### config.mk
export PLATFORM = sky130hd
export DESIGN_NAME = bea_eeprom_ctrl
export DESIGN_NICKNAME = d
export VERILOG_FILES = /design/src/verilog/bea_pkg.sv /design/src/verilog/bea_nvm_array.sv /design/src/verilog/bea_eeprom_ctrl.sv
export SDC_FILE = /design/constraint.sdc
export NUM_CORES = 1
export LEC_CHECK = 0
export BUFFER_PORTS_ARGS = -buffer_cell sky130_fd_sc_hd__buf_4
export CELL_PAD_IN_SITES_DETAIL_PLACEMENT = 1
export CELL_PAD_IN_SITES_GLOBAL_PLACEMENT = 1
export CORE_ASPECT_RATIO = 1.4
export CORE_MARGIN = 5
export CORE_UTILIZATION = 50
export DETAILED_ROUTE_END_ITERATION = 10
export GPL_TIMING_DRIVEN = 1
export PLACE_DENSITY_LB_ADDON = 0.1
export SLEW_MARGIN = 10
export SYNTH_ARGS = -nofsm -noshare
export SYNTH_HDL_FRONTEND = slang
export SYNTH_SLANG_ARGS = --single-unit
### constraint.sdc
create_clock -name clock -period 3.3 [get_ports clock]
set_input_delay 0.165 -clock clock [delete_from_list [all_inputs] [get_ports clock]]
set_output_delay 0.165 -clock clock [all_outputs]
set_load 0.05 [all_outputs]
### src/verilog/bea_pkg.sv
package bea_pkg;
    // clock and timing
    localparam int unsigned BEA_CLK_HZ = 10_000_000;
    localparam int unsigned BEA_CLK_PERIOD_NS = 1_000_000_000 / BEA_CLK_HZ;
    // nominal self-timed write time, split between erase and program phases
    localparam int unsigned BEA_WRITE_TIME_US = 5000;
    localparam int unsigned BEA_WRITE_CYC_DFLT = BEA_WRITE_TIME_US * (BEA_CLK_HZ / 1_000_000);
    // longest gap allowed between two steps of the unlock sequence (rounds down)
    localparam int unsigned BEA_UNLOCK_WINDOW_NS = 2000;
    localparam int unsigned BEA_UNLOCK_WINDOW_CYC = BEA_UNLOCK_WINDOW_NS / BEA_CLK_PERIOD_NS;

    // register indices; byte address is four times the index
    localparam logic [7:0] BEA_IDX_DATA = 8'h9A;
    localparam logic [7:0] BEA_IDX_ADDR = 8'h9B;
    localparam logic [7:0] BEA_IDX_CTRL = 8'h9C;
    localparam logic [7:0] BEA_IDX_KEY = 8'h9D;
    localparam logic [7:0] BEA_IDX_FLAG = 8'h9E;

    // control register fields
    localparam int unsigned BEA_CTRL_RD_BIT = 0;
    localparam int unsigned BEA_CTRL_WR_BIT = 1;
    localparam int unsigned BEA_CTRL_PERMIT_BIT = 2;
    localparam int unsigned BEA_CTRL_ABORT_BIT = 3;
    // flag register field
    localparam int unsigned BEA_FLAG_DONE_BIT = 0;

    // array geometry and reset values
    localparam int unsigned BEA_DEPTH = 128;
    localparam int unsigned BEA_LOC_W = 7;
    localparam logic [7:0] BEA_DATA_RST = 8'h00;
    localparam logic [6:0] BEA_ADDR_RST = 7'h00;
    localparam logic [7:0] BEA_ERASED_BYTE = 8'hFF;

    // unlock key values
    localparam logic [7:0] BEA_KEY_FIRST = 8'h55;
    localparam logic [7:0] BEA_KEY_SECOND = 8'hAA;

    typedef enum logic [1:0] {
        BEA_UNL_IDLE,
        BEA_UNL_GOT_FIRST,
        BEA_UNL_ARMED
    } bea_unlock_t;

    typedef enum logic [1:0] {
        BEA_PH_IDLE,
        BEA_PH_ERASE,
        BEA_PH_PROGRAM
    } bea_phase_t;

    function automatic logic [7:0] bea_reg_index(input logic [9:0] byte_addr);
        return byte_addr[9:2];
    endfunction
endpackage

### src/verilog/bea_nvm_array.sv
`timescale 1ns/10ps
`default_nettype none
module bea_nvm_array
    import bea_pkg::*;
#(
    parameter int unsigned WRITE_CYC = BEA_WRITE_CYC_DFLT
) (
    input wire logic clock,
    input wire logic rst_n,
    input wire logic start,
    input wire logic abort,
    input wire logic [6:0] waddr,
    input wire logic [7:0] wdata,
    input wire logic [6:0] raddr_a,
    output logic [7:0] rdata_a,
    input wire logic [6:0] raddr_b,
    output logic [7:0] rdata_b,
    output logic busy,
    output logic done
);
    // WRITE_CYC must be at least 2 so both phases get a cycle
    localparam logic [31:0] ERASE_CYC = 32'(WRITE_CYC / 2);
    localparam logic [31:0] PROG_CYC = 32'(WRITE_CYC) - ERASE_CYC;

    // nonvolatile contents are never reset; they start out erased
    logic [7:0] mem [0:BEA_DEPTH-1] = '{default: BEA_ERASED_BYTE};
    bea_phase_t phase_r;
    logic [31:0] cnt_r;
    logic [6:0] wa_r;
    logic [7:0] wd_r;
    logic done_r;
    logic erase_we;
    logic prog_we;

    assign erase_we = start && (phase_r == BEA_PH_IDLE);
    assign prog_we = (phase_r == BEA_PH_PROGRAM) && (cnt_r == PROG_CYC - 32'h1) && !abort;

    // erase at start, program at the end of the timed window
    always_ff @(posedge clock) begin
        if (erase_we) begin
            mem[waddr] <= BEA_ERASED_BYTE;
        end else if (prog_we) begin
            mem[wa_r] <= wd_r;
        end
    end

    always_ff @(posedge clock or negedge rst_n) begin
        if (!rst_n) begin
            wa_r <= 7'h00;
            wd_r <= 8'h00;
        end else if (erase_we) begin
            wa_r <= waddr;
            wd_r <= wdata;
        end
    end

    // an abort during programming leaves the location erased
    always_ff @(posedge clock or negedge rst_n) begin
        if (!rst_n) begin
            phase_r <= BEA_PH_IDLE;
            cnt_r <= 32'h0;
        end else begin
            unique case (phase_r)
                BEA_PH_IDLE: begin
                    if (start) begin
                        phase_r <= BEA_PH_ERASE;
                        cnt_r <= 32'h0;
                    end
                end
                BEA_PH_ERASE: begin
                    if (abort) begin
                        phase_r <= BEA_PH_IDLE;
                    end else if (cnt_r == ERASE_CYC - 32'h1) begin
                        phase_r <= BEA_PH_PROGRAM;
                        cnt_r <= 32'h0;
                    end else begin
                        cnt_r <= cnt_r + 32'h1;
                    end
                end
                BEA_PH_PROGRAM: begin
                    if (abort || prog_we) begin
                        phase_r <= BEA_PH_IDLE;
                    end else begin
                        cnt_r <= cnt_r + 32'h1;
                    end
                end
                default: phase_r <= BEA_PH_IDLE;
            endcase
        end
    end

    always_ff @(posedge clock or negedge rst_n) begin
        if (!rst_n) begin
            done_r <= 1'b0;
        end else begin
            done_r <= prog_we;
        end
    end

    assign rdata_a = mem[raddr_a];
    assign rdata_b = mem[raddr_b];
    assign busy = (phase_r != BEA_PH_IDLE);
    assign done = done_r;
endmodule
`default_nettype wire

### src/verilog/bea_eeprom_ctrl.sv
`timescale 1ns/10ps
`default_nettype none
// What this block does
// - Holds 128 byte locations, each read and written one byte at a time.
// - Only the low seven location bits select a byte; bit 7 is ignored.
// - Eight-bit data register holds write byte and receives fetched read byte.
// - Every byte write erases the location first, then programs it.
// - An internal timer sets write duration; hardware signals completion.
// - With protection on, core still accesses array; external programmer is denied.
// - Read and write start bits are set-only; hardware clears them on completion.
// - A read completes in one cycle, then its start bit clears.
// - Array writes start only while write permit is one.
// - Write permit is zero after power-up.
// - Abort flag sets when reset cuts a write; zero after normal completion.
// - A reset that aborts a write clears data and location registers.
// - Write completion sets the done flag; only software or power-up clears it.
// - Unlock key port stores nothing and reads as zero.
// - Control register has four implemented bits; upper four read zero.
// - Control bits: abort flag 3, permit 2, write start 1, read start 0.
// - Write starts only after keys 55h then AAh, then write start bit.
// - Write start needs permit; clearing permit later leaves the write running.
// - Read data lands next cycle and stays until another read, a data register write or a warm reset.
// - Hardware never clears write permit; only software or power-up.
module bea_eeprom_ctrl
    import bea_pkg::*;
#(
    parameter int unsigned WRITE_CYC = BEA_WRITE_CYC_DFLT
) (
    input wire logic clock,
    input wire logic rst_n,
    input wire logic [9:0] avs_address,
    input wire logic avs_read,
    input wire logic avs_write,
    input wire logic [31:0] avs_writedata,
    input wire logic [3:0] avs_byteenable,
    output logic [31:0] avs_readdata,
    output logic avs_waitrequest,
    input wire logic ext_reset,
    input wire logic wdt_reset,
    input wire logic brownout,
    input wire logic code_protect,
    input wire logic prog_read,
    input wire logic [6:0] prog_addr,
    output logic [7:0] prog_rdata,
    output logic prog_denied,
    output logic write_done_flag
);
    localparam logic [7:0] UNL_WIN = 8'(BEA_UNLOCK_WINDOW_CYC);

    logic ack_r;
    logic req;
    logic acc;
    logic wr_acc;
    logic [7:0] idx;
    logic [7:0] wbyte;
    logic soft_rst;
    logic [31:0] readdata_r;
    logic [7:0] data_r;
    logic [6:0] addr_r;
    logic rd_r;
    logic wr_r;
    logic permit_r;
    logic abort_r;
    logic flag_r;
    bea_unlock_t unl_r;
    logic [7:0] gap_r;
    logic wr_set;
    logic arr_busy;
    logic arr_done;
    logic [7:0] arr_rdata_a;
    logic [7:0] arr_rdata_b;
    logic [7:0] prog_rdata_r;
    logic prog_denied_r;

    // one wait state per transfer; read data is captured at the edge that drops waitrequest
    assign req = avs_read || avs_write;
    assign acc = req && ack_r;
    assign wr_acc = avs_write && ack_r && avs_byteenable[0];
    assign idx = bea_reg_index(avs_address);
    assign wbyte = avs_writedata[7:0];
    assign soft_rst = ext_reset || wdt_reset || brownout;
    assign avs_waitrequest = req && !ack_r;
    assign avs_readdata = readdata_r;

    always_ff @(posedge clock or negedge rst_n) begin
        if (!rst_n) begin
            ack_r <= 1'b0;
        end else begin
            ack_r <= req && !ack_r;
        end
    end

    function automatic logic [7:0] read_mux(input logic [7:0] i);
        logic [7:0] v;
        v = 8'h00;
        unique case (i)
            BEA_IDX_DATA: v = data_r;
            BEA_IDX_ADDR: v = {1'b0, addr_r};
            BEA_IDX_CTRL: v = {4'h0, abort_r, permit_r, wr_r, rd_r};
            BEA_IDX_KEY: v = 8'h00;
            BEA_IDX_FLAG: v = {7'h00, flag_r};
            default: v = 8'h00;
        endcase
        return v;
    endfunction

    always_ff @(posedge clock or negedge rst_n) begin
        if (!rst_n) begin
            readdata_r <= 32'h0000_0000;
        end else if (avs_read && !ack_r) begin
            readdata_r <= {24'h00_0000, read_mux(idx)};
        end
    end

    // unlock sequence: any other access or a too-long gap disarms it
    always_ff @(posedge clock or negedge rst_n) begin
        if (!rst_n) begin
            unl_r <= BEA_UNL_IDLE;
            gap_r <= 8'h00;
        end else if (soft_rst) begin
            unl_r <= BEA_UNL_IDLE;
            gap_r <= 8'h00;
        end else if (acc) begin
            gap_r <= 8'h00;
            if (wr_acc && idx == BEA_IDX_KEY && wbyte == BEA_KEY_FIRST) begin
                unl_r <= BEA_UNL_GOT_FIRST;
            end else if (wr_acc && idx == BEA_IDX_KEY && wbyte == BEA_KEY_SECOND
                         && unl_r == BEA_UNL_GOT_FIRST) begin
                unl_r <= BEA_UNL_ARMED;
            end else begin
                unl_r <= BEA_UNL_IDLE;
            end
        end else if (unl_r != BEA_UNL_IDLE) begin
            if (gap_r >= UNL_WIN) begin
                unl_r <= BEA_UNL_IDLE;
                gap_r <= 8'h00;
            end else begin
                gap_r <= gap_r + 8'h01;
            end
        end
    end

    assign wr_set = wr_acc && idx == BEA_IDX_CTRL && wbyte[BEA_CTRL_WR_BIT] && permit_r
                    && unl_r == BEA_UNL_ARMED && !wr_r && !arr_busy && !soft_rst;

    always_ff @(posedge clock or negedge rst_n) begin
        if (!rst_n) begin
            data_r <= BEA_DATA_RST;
        end else if (soft_rst) begin
            data_r <= BEA_DATA_RST;
        end else if (rd_r) begin
            data_r <= arr_rdata_a;
        end else if (wr_acc && idx == BEA_IDX_DATA) begin
            data_r <= wbyte;
        end
    end

    always_ff @(posedge clock or negedge rst_n) begin
        if (!rst_n) begin
            addr_r <= BEA_ADDR_RST;
        end else if (soft_rst) begin
            addr_r <= BEA_ADDR_RST;
        end else if (wr_acc && idx == BEA_IDX_ADDR) begin
            addr_r <= wbyte[6:0];
        end
    end

    // zeros written to the start bits are ignored
    always_ff @(posedge clock or negedge rst_n) begin
        if (!rst_n) begin
            rd_r <= 1'b0;
        end else if (soft_rst || rd_r) begin
            rd_r <= 1'b0;
        end else if (wr_acc && idx == BEA_IDX_CTRL && wbyte[BEA_CTRL_RD_BIT]) begin
            rd_r <= 1'b1;
        end
    end

    always_ff @(posedge clock or negedge rst_n) begin
        if (!rst_n) begin
            wr_r <= 1'b0;
        end else if (soft_rst || arr_done) begin
            wr_r <= 1'b0;
        end else if (wr_set) begin
            wr_r <= 1'b1;
        end
    end

    // permit survives the warm resets, which still abort a running write and clear data and location
    always_ff @(posedge clock or negedge rst_n) begin
        if (!rst_n) begin
            permit_r <= 1'b0;
        end else if (wr_acc && idx == BEA_IDX_CTRL) begin
            permit_r <= wbyte[BEA_CTRL_PERMIT_BIT];
        end
    end

    // hardware set wins over a software write in the same cycle
    always_ff @(posedge clock or negedge rst_n) begin
        if (!rst_n) begin
            abort_r <= 1'b0;
        end else if (soft_rst && wr_r) begin
            abort_r <= 1'b1;
        end else if (arr_done) begin
            abort_r <= 1'b0;
        end else if (wr_acc && idx == BEA_IDX_CTRL) begin
            abort_r <= wbyte[BEA_CTRL_ABORT_BIT];
        end
    end

    always_ff @(posedge clock or negedge rst_n) begin
        if (!rst_n) begin
            flag_r <= 1'b0;
        end else if (arr_done) begin
            flag_r <= 1'b1;
        end else if (wr_acc && idx == BEA_IDX_FLAG) begin
            flag_r <= wbyte[BEA_FLAG_DONE_BIT];
        end
    end
    assign write_done_flag = flag_r;

    // external programmer port sees zeros while protection is on
    always_ff @(posedge clock or negedge rst_n) begin
        if (!rst_n) begin
            prog_rdata_r <= 8'h00;
            prog_denied_r <= 1'b0;
        end else begin
            prog_denied_r <= prog_read && code_protect;
            if (prog_read) begin
                prog_rdata_r <= code_protect ? 8'h00 : arr_rdata_b;
            end
        end
    end
    assign prog_rdata = prog_rdata_r;
    assign prog_denied = prog_denied_r;

    bea_nvm_array #(
        .WRITE_CYC(WRITE_CYC)
    ) u_array (
        .clock(clock),
        .rst_n(rst_n),
        .start(wr_set),
        .abort(soft_rst && wr_r),
        .waddr(addr_r),
        .wdata(data_r),
        .raddr_a(addr_r),
        .rdata_a(arr_rdata_a),
        .raddr_b(prog_addr),
        .rdata_b(arr_rdata_b),
        .busy(arr_busy),
        .done(arr_done)
    );
endmodule
`default_nettype wire

==> flow_metrics.py, run 1 <==
metrics = {
    "synthesis": {
        "synth_edf_count": 1024,
        "synth_cell_types": 82,
        "synth.avg_cell_area_sq_um": 17.2,
        "syn_inst": 3117,
        "ys_seq_elements": 1122,
        "netlist_area_sq_um": 53700,
        "synth-async-reset-ratio": 0.0873,
        "synth-seq-area-share": 0.618,
        "synth_ff_type": "edfxtp_1",
        "yosysWarnings": 0,
    },
    "cells_and_area": {
        "final_common_cell": "edfxtp_1",
        "final_layout_size_suffix_gt1_frac": 0.364,
        "fin_nets": 3575,
        "nFillCells": 9465,
        "final_cells": 5041,
        "final_area_sq_um": 63700,
        "final_cell_mix": "edfxtp_1 (1024), mux4_2 (497), buf_4 (423)",
        "post-route-util": 0.595,
        "areaGrowthSynthToFinish_pct": 18.5,
    },
    "worst_setup_path": {
        "ff2ff_setup_slack_ns": 0.08,
        "required_ns": 3.71,
        "rr_endpoint": "u_array.mem[44][1]",
        "crit_top_cell": "buf_4",
        "path_buf_inv": 5,
        "path_delay_family": "simple AND/OR/NAND/NOR gates",
        "crit_chain": "or3_1 -> nor4_2 -> buf_4 -> nand4_1 -> buf_4 -> buf_4 -> o31a_2 -> buf_4 -> nor4_4 -> buf_6",
        "cpMaxStageDelayCell": "o31a_2",
        "critPathCaptureType": "flip-flop",
        "startpoint_type": "flip-flop",
        "reg2reg_from": "u_array.cnt_r[10]",
        "r2r_cells": 10,
        "crit_type": "reg -> reg",
        "path_max_fanout": 14,
        "cp.arrival_ns": 3.63,
        "max_stage_delay_ns": 0.44,
    },
    "sta": {
        "slew_viol_final": 0,
        "fmaxAchievable_ghz": 0.310,
        "finalCriticalPeriod_ns": 3.22,
        "clock_skew_ns": 0.0299,
        "setup_viol": 0,
        "whs_ns": 0.0518,
        "fin_crit_sh": 0.977,
        "maxSlewHeadroom": 0.347,
        "tightestPinTransition_ns": 0.980,
        "hold_viol": 0,
    },
    "routing": {
        "first_iter_violations": 3750,
        "wire_per_inst_um": 36.7,
        "dr.pass1.iters": 6,
        "ant_nets": 0,
        "viasPerCell": 6.84,
        "vias": 34500,
        "wl_um": 185000,
        "drc": 0,
    },
    "clocking": {
        "htree_levels": 3,
        "path_clk_slew_ns": 0.07,
        "cts_made_buffers": 110,
        "max-clock-path-buffers": 3,
        "root_buffer": "clkbuf_16",
        "clock_latency_ns": 0.73,
        "cts.sinks": 1122,
        "cts_tree": "done",
    },
    "die": {
        "die_w_um": 287,
        "io_pins": 105,
        "core_area_sq_um": 107000,
        "dieArea_sq_um": 114000,
        "die_h_um": 398,
        "start_util": 0.502,
        "num_rows": 142,
    },
    "placement": {
        "dp.cells": 4802,
        "port_buffers": 51,
        "place.gp.congestion": 0.966,
        "placed_area_sq_um": 59400,
        "hpwl_um": 130000,
    },
    "power": {
        "clkPwrFrac": 0.447,
        "p_int_w": 0.0229,
        "p_leak_nw": 23.5,
        "power_density_nw_per_um2": 455,
        "pwr-share-comb": 0.025,
        "p_switching_w": 0.00608,
        "total_power_w": 0.0290,
        "peakVddDrop_mv": 0.473,
        "seqPwrFrac": 0.528,
        "switching_share": 0.210,
    },
    "global_routing": {
        "grt_pass1_vias": 36400,
        "grt.total_usage": 0.323,
        "grt_pass1_wl_um": 265000,
        "antenna_found_initial": 1,
        "grt-ovfl-total": 0,
        "grt_max_degree": 89,
    },
    "min_path": {
        "hold_class": "in -> async",
    },
    "job": {
        "max-cap-violations": 0,
    },
    "outcome": {
        "status": "completed",
    },
}
flip-flops by register name, indices dropped and copies added (netlist names), 2 cells and up:
register and count:
unl_r 2, u_array.mem 1024, u_array.wd_r 8, data_r 8, u_array.phase_r 2, u_array.wa_r 7, avs_readdata 8, addr_r 7
prog_rdata 8, u_array.cnt_r 32, gap_r 8
worst reg2reg max path: cells and delay by family (launching register included):
kind	cells	cell delay [ns]
DFF	1	0.38
buffers and inverters	5	0.99
AOI/OAI and AO/OA	1	0.44
and+or+nand+nor	4	1.10
logic make-up (layout without fill, tap and decap cells):
family | Yosys count | in the layout | synth area share
buf+inv | 311 | 771 | 0.0262
simple gates | 579 | 579 | 0.0572
other cells | 1 | 25 | 0.0000698
mux | 705 | 705 | 0.248
flops | 1122 | 1122 | 0.618
compound gates | 392 | 392 | 0.0494
fa+ha+maj | 7 | 7 | 0.00163
stage by stage:
step	setup TNS, ns	worst slack [ns]
detailed placement	-14.94	-0.437
floorplan	-25.45	-0.102
finish	0	0.0762
CTS	0	0.00472
global route	-0.00447	-0.00447
global placement	-17.58	-0.798
cells in the mapped netlist (8+ instances only):
master | n | area [sq um]
a31oi_1 | 20 | 125
a21oi_1 | 73 | 365
inv_1 | 37 | 139
nor3_1 | 81 | 405
nor4_1 | 86 | 538
nand2b_1 | 9 | 56.3
a2bb2oi_1 | 12 | 105
o221ai_1 | 23 | 201
nand3b_1 | 13 | 97.6
mux4_2 | 497 | 11200
nand3_1 | 41 | 205
o2111ai_1 | 11 | 96.3
and2_1 | 9 | 56.3
a22oi_1 | 45 | 338
mux2_2 | 25 | 282
buf_2 | 67 | 335
nand4_1 | 39 | 244
nor2_1 | 89 | 334
a211oi_1 | 25 | 188
dfrtp_1 | 98 | 2450
o21ai_0 | 63 | 315
or4_1 | 8 | 60.1
nor2b_1 | 25 | 156
edfxtp_1 | 1024 | 30700
o31ai_1 | 22 | 165
mux2i_1 | 183 | 1830
buf_1 | 26 | 97.6
nand2_1 | 128 | 480
o22ai_1 | 42 | 263
buf_4 | 39 | 293
clkbuf_1 | 136 | 510
or3_1 | 13 | 81.3
cell type report:
type / instances / area, sq um / area share
tap: 1440 / 1800 / 0.0283
multi-input combinational: 1707 / 20000 / 0.314
sequential: 1122 / 33200 / 0.522
clock buffer: 134 / 2920 / 0.0459
timing repair buffer: 525 / 4840 / 0.0760
clock inverter: 72 / 753 / 0.0118
antenna: 1 / 2.50 / 0.0000393
inverter: 40 / 150 / 0.00236
power groups by stage:
stage                     Combinational (W)  Sequential [W]  Clock [W]
after floorplan                    0.000464          0.0156          0
after global placement             0.000704          0.0156          0
after detailed placement           0.000712          0.0156          0
after CTS                          0.000736          0.0153     0.0131
after global routing               0.000771          0.0153     0.0138
final                              0.000735          0.0153     0.0129
how the worst max path moves through the flow:
stage / from / to / slack (ns) / cells past startpoint
2_1_floorplan: u_array.phase_r[1] / u_array.mem[105][0] / -0.10 / 11
3_3_place_gp: u_array.cnt_r[29] / u_array.mem[90][6] / -0.80 / 10
3_5_place_dp: u_array.cnt_r[25] / u_array.mem[122][3] / -0.44 / 9
4_1_cts: u_array.cnt_r[10] / u_array.mem[11][6] / 0.005 / 12
5_1_grt: u_array.cnt_r[10] / u_array.mem[44][1] / -0.004 / 10
6_report: u_array.cnt_r[10] / u_array.mem[44][1] / 0.08 / 10
repair_timing:
| action | CTS | global route |
|---|---|---|
| gates resized for setup | 11 | 37 |
| buffers inserted | 3 | 0 |
| endpoints found under the setup margin | 94 | 637 |
| hold buffers | 29 | 0 |
| pin swaps | 2 | 1 |
| gates cloned | 0 | 0 |
| endpoints found under the hold margin | 92 | 0 |
per-layer routing:
metal / global-route usage / up-vias / wire (um)
met4: 0.177 / 0 / 12100
met5: 0 / - / 0
met3: 0.0474 / 450 / 13600
li1: - / 13900 / -
met1: 0.401 / 18300 / 65400
met2: 0.550 / 1833 / 93700
No activity file was read; power rests on OpenSTA's default activity.
==> inputs of run 2 (changes only) <==
--- a/config.mk
+++ b/config.mk
@@ -5,12 +5,13 @@
 export SDC_FILE = /design/constraint.sdc
 export NUM_CORES = 1
 export LEC_CHECK = 0
+export ABC_AREA = 1
 export BUFFER_PORTS_ARGS = -buffer_cell sky130_fd_sc_hd__buf_4
 export CELL_PAD_IN_SITES_DETAIL_PLACEMENT = 1
 export CELL_PAD_IN_SITES_GLOBAL_PLACEMENT = 1
 export CORE_ASPECT_RATIO = 1.4
-export CORE_MARGIN = 5
-export CORE_UTILIZATION = 50
+export CORE_MARGIN = 10
+export CORE_UTILIZATION = 45
 export DETAILED_ROUTE_END_ITERATION = 10
 export GPL_TIMING_DRIVEN = 1
 export PLACE_DENSITY_LB_ADDON = 0.1
==> flow_metrics.py, run 2 <==
metrics = {
    "synthesis": {
        "synth-seq-area-share": 0.587,
        "syn_inst": 6335,
        "synth.most_common_cell": "nand2_1",
        "synth-xor-area-share": 0.00294,
        "synth_edf_count": 1024,
        "synth.avg_cell_area_sq_um": 8.93,
        "synthTopCellsByCount": "nand2_1 (1661), nand3_1 (1243), edfxtp_1 (1024), nor2_1 (667), o21ai_0 (552)",
        "ys_seq_elements": 1122,
        "synth_mux_area_frac": 0.000796,
        "yosysWarnings": 0,
        "synth_cell_types": 49,
        "synth_area_leader_cell": "edfxtp_1",
        "netlist_area_sq_um": 56600,
        "synth-simple-area-share": 0.280,
        "synth_ff_type": "edfxtp_1",
        "synth_top_family_by_area": "simple AND/OR/NAND/NOR gates",
        "synthAdderAreaFrac": 0.00155,
        "synth-async-reset-ratio": 0.0873,
        "synth_compound_area_frac": 0.0832,
        "synth_top_area_share": 0.543,
        "synth_area_leaders": "edfxtp_1 (54%), nand2_1 (11%), nand3_1 (11%)",
    },
    "cells_and_area": {
        "final_common_cell": "nand2_1",
        "fin_nets": 6518,
        "reg_top3": "u_array.mem: 1024 flops, u_array.cnt_r: 32 flops",
        "final_cell_mix": "nand2_1 (1656), nand3_1 (1242), edfxtp_1 (1024)",
        "areaGrowthSynthToFinish_pct": 15.7,
        "final_area_sq_um": 65500,
        "final_layout_size_suffix_gt1_frac": 0.112,
        "regMostFlops": "u_array.mem",
        "largest_reg_flops": 1024,
    },
    "worst_setup_path": {
        "crit_top_cell": "buf_4",
        "startpoint_type": "primary input",
        "critPathCaptureType": "flip-flop",
        "cp.arrival_ns": 3.72,
        "required_ns": 3.73,
        "path_max_fanout": 8,
        "max_stage_delay_ns": 0.64,
        "crit_type": "in -> reg",
        "crit_chain": "dlygate4sd3_1 -> buf_4 -> nor3_4 -> dlygate4sd3_1 -> nand2_2 -> nor2_4 -> buf_4 -> nand3_2 -> nand4_1 -> nand2_2 -> nor2_4 -> buf_4 -> nand2_2 -> nor2_1 -> buf_4",
        "cpMaxStageDelayCell": "dlygate4sd3_1",
    },
    "sta": {
        "fmaxAchievable_ghz": 0.305,
        "hold_viol": 0,
        "clock_skew_ns": 0.0257,
        "setup_viol": 0,
        "finalCriticalPeriod_ns": 3.28,
        "fin_setup_tns_ns": 0,
        "rsz0062_at_grt": "true",
        "slew_viol_final": 0,
        "maxSlewHeadroom": 0.412,
        "tightestPinTransition_ns": 0.882,
        "setup_ws_ns": 0.0161,
        "fin_crit_sh": 0.995,
    },
    "min_path": {
        "hold_class": "in -> async",
    },
    "global_routing": {
        "busiest_layer": "met2",
        "grt.total_usage": 0.322,
        "grt_max_degree": 129,
        "grt-ovfl-total": 0,
        "antenna_found_initial": 1,
        "use_met3": 0.0439,
        "grt_pass1_vias": 53400,
        "use_met1": 0.379,
        "grt_pass1_wl_um": 341000,
        "met2_usage": 0.543,
    },
    "placement": {
        "place.gp.congestion": 0.933,
        "pre_cts_ws_ns": -0.0454,
        "hpwl_um": 150000,
        "port_buffers": 51,
        "placed_area_sq_um": 60800,
    },
    "die": {
        "core_area_sq_um": 125000,
        "dieArea_sq_um": 141000,
        "num_rows": 153,
        "io_pins": 105,
        "start_util": 0.454,
        "die_w_um": 320,
        "die_h_um": 440,
    },
    "clocking": {
        "path_clk_slew_ns": 0.07,
        "cts_tree": "done",
        "max-clock-path-buffers": 3,
        "clock_latency_ns": 0.75,
        "cts_made_buffers": 112,
        "htree_levels": 3,
        "root_buffer": "clkbuf_16",
        "cts.sinks": 1122,
    },
    "power": {
        "power_density_nw_per_um2": 482,
        "peakVddDrop_mv": 0.474,
        "p_leak_nw": 25.6,
    },
    "routing": {
        "viasPerCell": 6.29,
        "first_iter_violations": 5300,
        "ant_nets": 0,
        "dr.pass1.iters": 6,
        "drc": 0,
        "wire_per_inst_um": 28.5,
        "vias": 51400,
        "wl_um": 233000,
    },
    "outcome": {
        "status": "completed",
    },
    "job": {
        "max-cap-violations": 0,
    },
}
run 2: kinds of logic after synthesis:
group	count (synthesis)
and+or+nand+nor	3696
DFF	1122
AOI/OAI and AO/OA	862
buffers and inverters	624
xor gates and xnor gates	19
adders and majority gates	7
muxes	4
other	1
run 2: critical path: cells and delay by family:
kind / cells / cell delay [ns]
buf+inv: 6 / 1.89
simple gates: 9 / 1.64
run 2: stage by stage:
| step | total power [W] | util | hold slack, ns | instances |
|---|---|---|---|---|
| finish | 0.0316 | 0.525 | 0.0400 | 8175 |
| global route | 0.0324 | 0.525 | 0.0516 | 8174 |
| CTS | 0.0316 | 0.523 | 0.00378 | 8160 |
| detailed placement | 0.0180 | 0.488 | 0.164 | 7913 |
| global placement | 0.0179 | 0.488 | 0.163 | 7913 |
| floorplan | 0.0170 | - | -0.131 | 6358 |
run 2: worst paths after layout:
check                                endpoint              from  cells past startpoint  slack, ns
min reg2reg                     prog_rdata[5]     prog_rdata[5]                      2       0.49
max reg2reg                u_array.mem[92][5]  u_array.cnt_r[1]                     16       0.12
max in group asynchronous       prog_rdata[5]             rst_n                      3       2.92
min                                 data_r[7]             rst_n                      3       0.04
min in group clock            avs_readdata[7]    avs_address[7]                      6       0.10
max                        u_array.mem[92][5]    avs_address[8]                     15       0.02
run 2: what timing repair did:
item	in CTS	in global routing
pin swaps	0	8
hold buffers	35	0
gates resized for setup	5	59
setup buffers	0	11
hold endpoints to repair	136	0
setup endpoints to repair	39	1328
gates cloned	0	3
run 2: cell type report:
type,count,area (sq um)
timing repair buffer,470,4640
fill,14000,59100
antenna,1,2.50
clock buffer,141,3120
clock inverter,71,802
inverter,128,519
tap,1627,2040
sequential,1122,33200
multi-input combinational,4615,21100
run 2: power by group:
group	internal, W	total (W)	switching (W)
sequential	0.0153	0.0153	0.0000255
combinational	0.000676	0.00247	0.00179
clock	0.00796	0.0138	0.00580
run 2: layer usage:
| metal | wire length (um) | vias to the layer above | part of all wire |
|---|---|---|---|
| met5 | 0 | - | 0 |
| met4 | 17100 | 0 | 0.073 |
| met3 | 16700 | 681 | 0.071 |
| met2 | 113000 | 2463 | 0.48 |
| met1 | 86500 | 26000 | 0.37 |
| li1 | - | 22300 | - |
